===== src/core/tpo_regs.svh =====
// Purpose: register offsets and reset values of the pattern output unit
// Assumes: 16-bit byte addresses on the register port
// Notes:   included by its bare name
`ifndef TPO_REGS_SVH
`define TPO_REGS_SVH
`define TPO_ADR_MODE     16'hFFA0
`define TPO_ADR_TSEL     16'hFFA1
`define TPO_ADR_HI_EN    16'hFFA2
`define TPO_ADR_LO_EN    16'hFFA3
`define TPO_ADR_HI_ND    16'hFFA4
`define TPO_ADR_LO_ND    16'hFFA5
`define TPO_ADR_HI_ND2   16'hFFA6
`define TPO_ADR_LO_ND2   16'hFFA7
`define TPO_ADR_PA_DIR   16'hFFD1
`define TPO_ADR_PA_DATA  16'hFFD3
`define TPO_ADR_PB_DIR   16'hFFD4
`define TPO_ADR_PB_DATA  16'hFFD6
`define TPO_RST_MODE     8'hF0
`define TPO_RST_TSEL     8'hFF
`define TPO_RST_ZERO     8'h00
`define TPO_RD_ONES      8'hFF
`define TPO_MODE_RSV     8'hF0
`define TPO_PB_NOPIN     8'h40
`endif


===== src/core/tpo_pkg.sv =====
// Purpose: shared types of the pattern output unit
// Assumes: four timer channels, each with match A and match B events
// Notes:   constants live in tpo_regs.svh
package tpo_pkg;
    typedef logic [1:0] tpo_chan_t;
    typedef struct packed {
        logic [3:0] cmp_a;
        logic [3:0] cmp_b;
    } tpo_match_t;
endpackage


===== src/core/tpo_unit.sv =====
// Purpose: timed pattern output unit, 15 pulse pins in four 4-bit groups
// Assumes: timer match pulses are one cycle wide on sys_clk_i
// Notes:   hw_standby_i clears like reset, except rdata_o; software standby is ce_i low
//
// Behaviour
// Outputs form four 4-bit groups 3..0 updating independently or together.
// At most 15 usable bits; pattern output enabled per bit.
// Three full groups plus a 3-bit group; line 14 has no pin.
// Each group picks its trigger from four timer channels' matches.
// Non-overlap mode inserts a margin between successive pulse outputs.
// Port direction registers are 8-bit, write-only, reset to zero.
// Software sets direction to 1 for every pin used as pattern output.
// Port A bits 7..0 carry pattern outputs 7..0, groups 0 and 1.
// Port B carries outputs 15, 13..8; direction bit 6 is reserved.
// Port data bits enabled for pattern output are read-only.
// Groups 0,1 sharing a trigger: whole low next-data at one address.
// Groups 0,1 on different triggers: each nibble at its own address.
// Groups 2,3 sharing a trigger: whole high next-data at one address.
// Groups 2,3 on different triggers: each nibble at its own address.
// Mode register resets to F0, trigger select to FF.
// On the selected match, enabled next-data bits copy to port data.
// Unused companion next-data address reads all ones, ignores writes.
// Next-data and enables clear on reset and hardware standby only.
// Writes leave read-only port bits unchanged, other bits update.
`include "tpo_regs.svh"
`timescale 1ns/100ps
`default_nettype none
module tpo_unit
    import tpo_pkg::*;
#(
    parameter int ADDR_W = 16
) (
    // Clock, reset, freeze
    input  wire logic             sys_clk_i,
    input  wire logic             rst_i,
    input  wire logic             ce_i,
    input  wire logic             hw_standby_i,
    // Register port
    input  wire logic [ADDR_W-1:0] addr_i,
    input  wire logic [7:0]       wdata_i,
    input  wire logic             wr_i,
    input  wire logic             rd_i,
    output logic      [7:0]       rdata_o,
    // Timer match events
    input  wire tpo_match_t       match_i,
    // Pattern pins
    output logic      [7:0]       porta_pin_o,
    output logic      [7:0]       porta_pin_oe_o,
    output logic      [7:0]       portb_pin_o,
    output logic      [7:0]       portb_pin_oe_o
);
    if (ADDR_W < 16) begin : g_chk
        $error("tpo_unit: ADDR_W must be at least 16");
    end

    logic [3:0] pattern_mode_reg;
    logic [7:0] trigger_select_reg;
    logic [7:0] high_next_enable;
    logic [7:0] low_next_enable;
    logic [7:0] high_next_data;
    logic [7:0] low_next_data;
    logic [7:0] porta_direction;
    logic [7:0] porta_output_data;
    logic [7:0] portb_direction;
    logic [7:0] portb_output_data;

    logic [15:0] a16;
    logic        clr;
    logic        wr_en;
    logic        same_lo;
    logic        same_hi;
    logic [15:0] cur_port;
    logic [15:0] en16;
    logic [15:0] nd16;
    logic [15:0] upd16;
    logic [15:0] base16;
    logic [15:0] next_port;
    logic [7:0]  next_rdata;

    assign a16   = addr_i[15:0];
    assign clr   = rst_i | hw_standby_i;
    assign wr_en = ce_i & wr_i;

    // Shared trigger decides how next-data is laid out in the map
    assign same_lo = trigger_select_reg[3:2] == trigger_select_reg[1:0];
    assign same_hi = trigger_select_reg[7:6] == trigger_select_reg[5:4];

    assign cur_port = {portb_output_data, porta_output_data};
    assign en16     = {high_next_enable, low_next_enable};
    assign nd16     = {high_next_data, low_next_data};

    // One trigger path per group, all may fire in the same cycle
    for (genvar g = 0; g < 4; g++) begin : g_grp
        tpo_chan_t  ch;
        logic       ev_a;
        logic       ev_b;
        logic [3:0] nd;
        assign ch   = trigger_select_reg[2*g+1:2*g];
        assign ev_a = match_i.cmp_a[ch];
        assign ev_b = match_i.cmp_b[ch];
        assign nd   = nd16[4*g+3:4*g];
        // Non-overlap: falls at match B, rises at match A, so the gap
        // between B and A is the margin between the two pulses
        assign upd16[4*g+3:4*g] = en16[4*g+3:4*g] &
            (pattern_mode_reg[g] ?
                (({4{ev_a}} & nd) | ({4{ev_b}} & ~nd)) :
                {4{ev_a}});
    end

    always_comb begin
        base16 = cur_port;
        if (wr_en && a16 == `TPO_ADR_PA_DATA) begin
            base16[7:0] = (porta_output_data & low_next_enable) |
                          (wdata_i & ~low_next_enable);
        end else if (wr_en && a16 == `TPO_ADR_PB_DATA) begin
            base16[15:8] = (portb_output_data & high_next_enable) |
                           (wdata_i & ~high_next_enable);
        end
        next_port = (base16 & ~upd16) | (nd16 & upd16);
    end

    // Port data: port A pins follow these flops directly
    always_ff @(posedge sys_clk_i) begin
        if (clr) begin
            porta_output_data <= `TPO_RST_ZERO;
            portb_output_data <= `TPO_RST_ZERO;
        end else if (ce_i) begin
            porta_output_data <= next_port[7:0];
            portb_output_data <= next_port[15:8];
        end
    end

    // Direction registers, bit 6 of port B is not stored
    always_ff @(posedge sys_clk_i) begin
        if (clr) begin
            porta_direction <= `TPO_RST_ZERO;
            portb_direction <= `TPO_RST_ZERO;
        end else if (wr_en && a16 == `TPO_ADR_PA_DIR) begin
            porta_direction <= wdata_i;
        end else if (wr_en && a16 == `TPO_ADR_PB_DIR) begin
            portb_direction <= wdata_i & ~`TPO_PB_NOPIN;
        end
    end

    // Mode and trigger select
    always_ff @(posedge sys_clk_i) begin
        if (clr) begin
            pattern_mode_reg   <= 4'(`TPO_RST_MODE);
            trigger_select_reg <= `TPO_RST_TSEL;
        end else if (wr_en && a16 == `TPO_ADR_MODE) begin
            pattern_mode_reg <= wdata_i[3:0];
        end else if (wr_en && a16 == `TPO_ADR_TSEL) begin
            trigger_select_reg <= wdata_i;
        end
    end

    // Next-data enables; hold through software standby (ce_i low)
    always_ff @(posedge sys_clk_i) begin
        if (clr) begin
            high_next_enable <= `TPO_RST_ZERO;
            low_next_enable  <= `TPO_RST_ZERO;
        end else if (wr_en && a16 == `TPO_ADR_HI_EN) begin
            high_next_enable <= wdata_i;
        end else if (wr_en && a16 == `TPO_ADR_LO_EN) begin
            low_next_enable <= wdata_i;
        end
    end

    // Low next-data; layout follows the group 0/1 triggers
    always_ff @(posedge sys_clk_i) begin
        if (clr) begin
            low_next_data <= `TPO_RST_ZERO;
        end else if (wr_en && a16 == `TPO_ADR_LO_ND) begin
            if (same_lo) begin
                low_next_data <= wdata_i;
            end else begin
                low_next_data[7:4] <= wdata_i[7:4];
            end
        end else if (wr_en && a16 == `TPO_ADR_LO_ND2 && !same_lo) begin
            low_next_data[3:0] <= wdata_i[3:0];
        end
    end

    // High next-data; layout follows the group 2/3 triggers
    always_ff @(posedge sys_clk_i) begin
        if (clr) begin
            high_next_data <= `TPO_RST_ZERO;
        end else if (wr_en && a16 == `TPO_ADR_HI_ND) begin
            if (same_hi) begin
                high_next_data <= wdata_i;
            end else begin
                high_next_data[7:4] <= wdata_i[7:4];
            end
        end else if (wr_en && a16 == `TPO_ADR_HI_ND2 && !same_hi) begin
            high_next_data[3:0] <= wdata_i[3:0];
        end
    end

    // Read mux; write-only and reserved places read as ones
    always_comb begin
        if (a16 == `TPO_ADR_MODE) begin
            next_rdata = `TPO_MODE_RSV | {4'h0, pattern_mode_reg};
        end else if (a16 == `TPO_ADR_TSEL) begin
            next_rdata = trigger_select_reg;
        end else if (a16 == `TPO_ADR_HI_EN) begin
            next_rdata = high_next_enable;
        end else if (a16 == `TPO_ADR_LO_EN) begin
            next_rdata = low_next_enable;
        end else if (a16 == `TPO_ADR_LO_ND) begin
            next_rdata = same_lo ? low_next_data :
                         {low_next_data[7:4], 4'hF};
        end else if (a16 == `TPO_ADR_LO_ND2) begin
            next_rdata = same_lo ? `TPO_RD_ONES :
                         {4'hF, low_next_data[3:0]};
        end else if (a16 == `TPO_ADR_HI_ND) begin
            next_rdata = same_hi ? high_next_data :
                         {high_next_data[7:4], 4'hF};
        end else if (a16 == `TPO_ADR_HI_ND2) begin
            next_rdata = same_hi ? `TPO_RD_ONES :
                         {4'hF, high_next_data[3:0]};
        end else if (a16 == `TPO_ADR_PA_DIR ||
                     a16 == `TPO_ADR_PB_DIR) begin
            next_rdata = `TPO_RD_ONES;
        end else if (a16 == `TPO_ADR_PA_DATA) begin
            next_rdata = porta_output_data;
        end else if (a16 == `TPO_ADR_PB_DATA) begin
            next_rdata = portb_output_data;
        end else begin
            next_rdata = `TPO_RST_ZERO;
        end
    end

    // Read data stands for one cycle after each read strobe, zero otherwise; held while ce_i is low
    always_ff @(posedge sys_clk_i) begin
        if (rst_i) begin
            rdata_o <= `TPO_RST_ZERO;
        end else if (ce_i) begin
            rdata_o <= rd_i ? next_rdata : `TPO_RST_ZERO;
        end
    end

    // Line 14 has no pin: held low and never enabled
    assign porta_pin_o    = porta_output_data;
    assign porta_pin_oe_o = porta_direction;
    assign portb_pin_oe_o = portb_direction;

    // Own flop for the port B pins, so no gate sits behind the data flops
    always_ff @(posedge sys_clk_i) begin
        if (clr) begin
            portb_pin_o <= `TPO_RST_ZERO;
        end else if (ce_i) begin
            portb_pin_o <= next_port[15:8] & ~`TPO_PB_NOPIN;
        end
    end

    logic wr_pa;
    logic fire0;
    assign wr_pa = wr_i && a16 == `TPO_ADR_PA_DATA;
    assign fire0 = |upd16[3:0];
endmodule
`default_nettype wire


===== config.mk =====
export PLATFORM = sky130hd
export DESIGN_NAME = tpo_unit
export DESIGN_NICKNAME = d
export VERILOG_FILES = /design/src/core/tpo_pkg.sv /design/src/core/tpo_unit.sv
export VERILOG_INCLUDE_DIRS = /design/src /design/src/core
export SDC_FILE = /design/constraint.sdc
export NUM_CORES = 1
export LEC_CHECK = 0
export BUFFER_PORTS_ARGS = -buffer_cell sky130_fd_sc_hd__buf_2
export CORE_ASPECT_RATIO = 0.6
export CORE_MARGIN = 3
export CORE_UTILIZATION = 52
export DETAILED_ROUTE_END_ITERATION = 16
export GPL_TIMING_DRIVEN = 0
export MAX_ROUTING_LAYER = met4
export PLACE_DENSITY = 0.77
export SYNTH_ARGS = -nofsm -noshare
export SYNTH_HDL_FRONTEND = slang
export SYNTH_SLANG_ARGS = --single-unit

===== constraint.sdc =====
create_clock -name sys_clk_i -period 2.1 [get_ports sys_clk_i]
set_clock_uncertainty 0.15 [all_clocks]
set_input_delay 0.42 -clock sys_clk_i [delete_from_list [all_inputs] [get_ports sys_clk_i]]
set_output_delay 0.42 -clock sys_clk_i [all_outputs]
set_load 0.02 [all_outputs]

==> results.sh <==
export IMPL_status="complete, but fails checks"
export IMPL_violations="setup timing"
export IMPL_wl_mm=19.5
export IMPL_drive_above_1_share_pct=27.6
export IMPL_yosysWarnings=0
export IMPL_end_kind="flop"
export IMPL_switchingPower_mw=0.924
export IMPL_tightest_slew_ns=0.771
export IMPL_maxCapViolCount=0
export IMPL_fin_ws_ns=-0.0165
export IMPL_postRouteAntennaNets=0
export IMPL_critPathLaunch="addr_i[6]"
export IMPL_post_drt_wl_per_cell_um=23.0
export IMPL_tns_ns=-0.0165
export IMPL_post_route_util_pct=67.2
export IMPL_layout_commonest_cell="nand2_1"
export IMPL_start_util_pct=55.0
export IMPL_htree_num_levels=3
export IMPL_hp_start="porta_pin_oe_o[5]$_SDFFE_PP0P_"
export IMPL_cp_common_cell="buf_2"
export IMPL_avgSynthCellArea_um2=8.50
export IMPL_endpoint="rdata_o[1]$_SDFFE_PP0P_"
export IMPL_grt_pass1_wl_mm=29.2
export IMPL_placed_area_um2=5720
export IMPL_drtIter0Drc=899
export IMPL_via_per_inst=6.62
export IMPL_grt_start_max_net_pins=16
export IMPL_grt_pass1_vias=5109
export IMPL_r2r_start="trigger_select_reg[4]$_SDFFE_PP1P_"
export IMPL_power_density_nw_per_um2=541
export IMPL_dp_cells=812
export IMPL_cts_buffers=9
export IMPL_cts_sinks=83
export IMPL_fin_crit_sh_pct=101
export IMPL_ys_ff_latch=83
export IMPL_cp_top_family="simple AND/OR/NAND/NOR gates"
export IMPL_synth_edf_count=0
export IMPL_place_congestion=0.984
export IMPL_grt_antenna_before_repair=0
export IMPL_cp_depth=7
export IMPL_p_clk_share_pct=45.0
export IMPL_final_max_slew_viol_count=0
export IMPL_r2r_cells=5
export IMPL_die_x_um=135
export IMPL_critPathArrivalTime_ns=2.19
export IMPL_syn_area_um2=5200
export IMPL_via_count=5607
export IMPL_cts_hold_buffers=0
export IMPL_layout_common_cells="84 x nand2_1, 78 x buf_2, 77 x dfxtp_1, 55 x mux2i_1, 45 x nor2_1"
export IMPL_dp_hpwl_mm=14.4
export IMPL_hold_path_class="flop to flop"
export IMPL_ios=78
export IMPL_ys_async_sr_fraction_pct=0
export IMPL_std_cell_rows=27
export IMPL_syn2layout_area_growth_pct=22.2
export IMPL_nets=750
export IMPL_overflow=0
export IMPL_synthCells=612
export IMPL_clock_fmax_mhz=472
export IMPL_cts_tree="done"
export IMPL_design_area_um2=6360
export IMPL_startpoint_type="input pin"
export IMPL_cellLeakagePower_nw=2.52
export IMPL_cp_slowest_cell="nor4_2"
export IMPL_synth_main_ff_cell="dfxtp_1"
export IMPL_fin_cells=847
export IMPL_insertion_delay_ns=0.34
export IMPL_slowest_delay_ns=0.35
export IMPL_drc_errors=0
export IMPL_peakVddDrop_v=0.000504
export IMPL_cp_cell_sequence="buf_2, nand4bb_1, buf_2, nor4_2, o21ai_1, o2bb2ai_1, a21oi_2"
export IMPL_firstDrtPassIters=7
export IMPL_core_area_um2=9460
export IMPL_setup_viol_count_final=1
export IMPL_p_seq_share_pct=45.7
export IMPL_cp_num_buf_inv=2
export IMPL_n_antenna_cell=0
export IMPL_seq_area_frac_synth_pct=31.9
export IMPL_critical_path_max_fanout=10
export IMPL_clockBufferDepth=2
export IMPL_finalCriticalPeriod_ns=2.12
export IMPL_crit_type="input pin to flop"
export IMPL_cp_required_ns=2.18
export IMPL_track_usage_pct=34.6
export IMPL_slew_headroom_pct=48.6
export IMPL_internal_power_mw=2.52
export IMPL_die_y_um=83.5
export IMPL_ys_types=66
export IMPL_clk_pin_slew_ns=0.07
export IMPL_fp_dieArea_um2=11300
export IMPL_cts_root_buffer="clkbuf_16"
export IMPL_hold_violations=0
export IMPL_rrSetupSlack_ns=0.09
export IMPL_port_buffers=69
export IMPL_p_comb_share_pct=9.3
export IMPL_p_sw_share_pct=26.8
==> worst min-delay path: stages (launching register included) <==
cell	delay, ns
dfxtp_1	0.32
mux2i_1	0.07
nor2_1	0.07
==> worst min-delay path by stage <==
stage	slack (ns)	to	cells after the start
global placement	0.32	porta_pin_oe_o[4]$_SDFFE_PP0P_	2
detailed placement	0.33	porta_pin_oe_o[5]$_SDFFE_PP0P_	2
global route	0.37	low_next_data[2]$_SDFFE_PP0P_	3
finish	0.34	porta_pin_oe_o[5]$_SDFFE_PP0P_	2
CTS	0.33	low_next_data[2]$_SDFFE_PP0P_	3
floorplan	0.31	high_next_enable[0]$_SDFFE_PP0P_	2
==> cells by family after synthesis <==
group,synth area share [%]
other,0.0721
muxes,14.7
buffers and inverters,5.36
and+or+nand+nor,28.5
xor gates and xnor gates,0.842
AOI/OAI and AO/OA,18.6
DFF,31.9
==> timing repair <==
action	4_1_cts	5_1_grt
setup buffers	8	16
endpoints found under the setup margin	53	65
pin swaps	5	9
gates resized for setup	13	27
==> metal layers <==
layer	GRT usage, %	vias up	share of wire, %
li1	-	2460	-
met4	8.51	0	1.9
met3	11.8	40	15
met1	50.8	2683	44
met5	-	-	0
met2	45.0	424	40
==> cell type report <==
cell class / instances / area, um2
Multi-Input combinational cell: 472 / 3410
Fill cell: 811 / 3100
Sequential cell: 83 / 1670
Timing Repair Buffer: 93 / 551
Clock buffer: 10 / 239
Buffer: 44 / 239
Tap cell: 130 / 163
Clock inverter: 6 / 48.8
Inverter: 9 / 33.8
==> power by group through the flow <==
stage / clock (mW) / sequential, mW / combinational [mW]
finish: 1.55 / 1.57 / 0.320
global route: 1.61 / 1.57 / 0.338
CTS: 1.54 / 1.57 / 0.291
detailed placement: 0 / 1.61 / 0.286
global placement: 0 / 1.61 / 0.279
floorplan: 0 / 1.61 / 0.170
==> cells in the mapped netlist (all sizes together), types with 8 or more instances <==
master  count  area share [%]
nand2      86             6.3
nand3      15             1.4
a22o        8             1.3
inv         9            0.65
nand4      10             1.4
a21oi      32             3.2
nor2b      21             2.5
nor3       13             2.1
o221ai      9             1.5
o21ai      15             1.4
nand2b     15             1.8
mux2i      55              11
clkbuf     27             1.9
a31oi      11             1.3
dfxtp      83              32
nor4       15             3.2
nand3b      8             1.2
a211oi      9             1.3
and3        8            0.96
buf        22             2.8
nor2       46             3.3
o31ai       9             1.3
mux4        8             3.5
==> through the flow <==
stage / power, mW / worst slack (ns) / hold slack (ns)
after floorplan: 1.78 / 0.0189 / 0.308
after global placement: 1.89 / -0.727 / 0.318
after detailed placement: 1.90 / -0.786 / 0.330
after CTS: 3.41 / -0.0149 / 0.331
after global routing: 3.52 / -0.0557 / 0.366
final: 3.44 / -0.0165 / 0.342
Power figures use the tool's default switching activity.
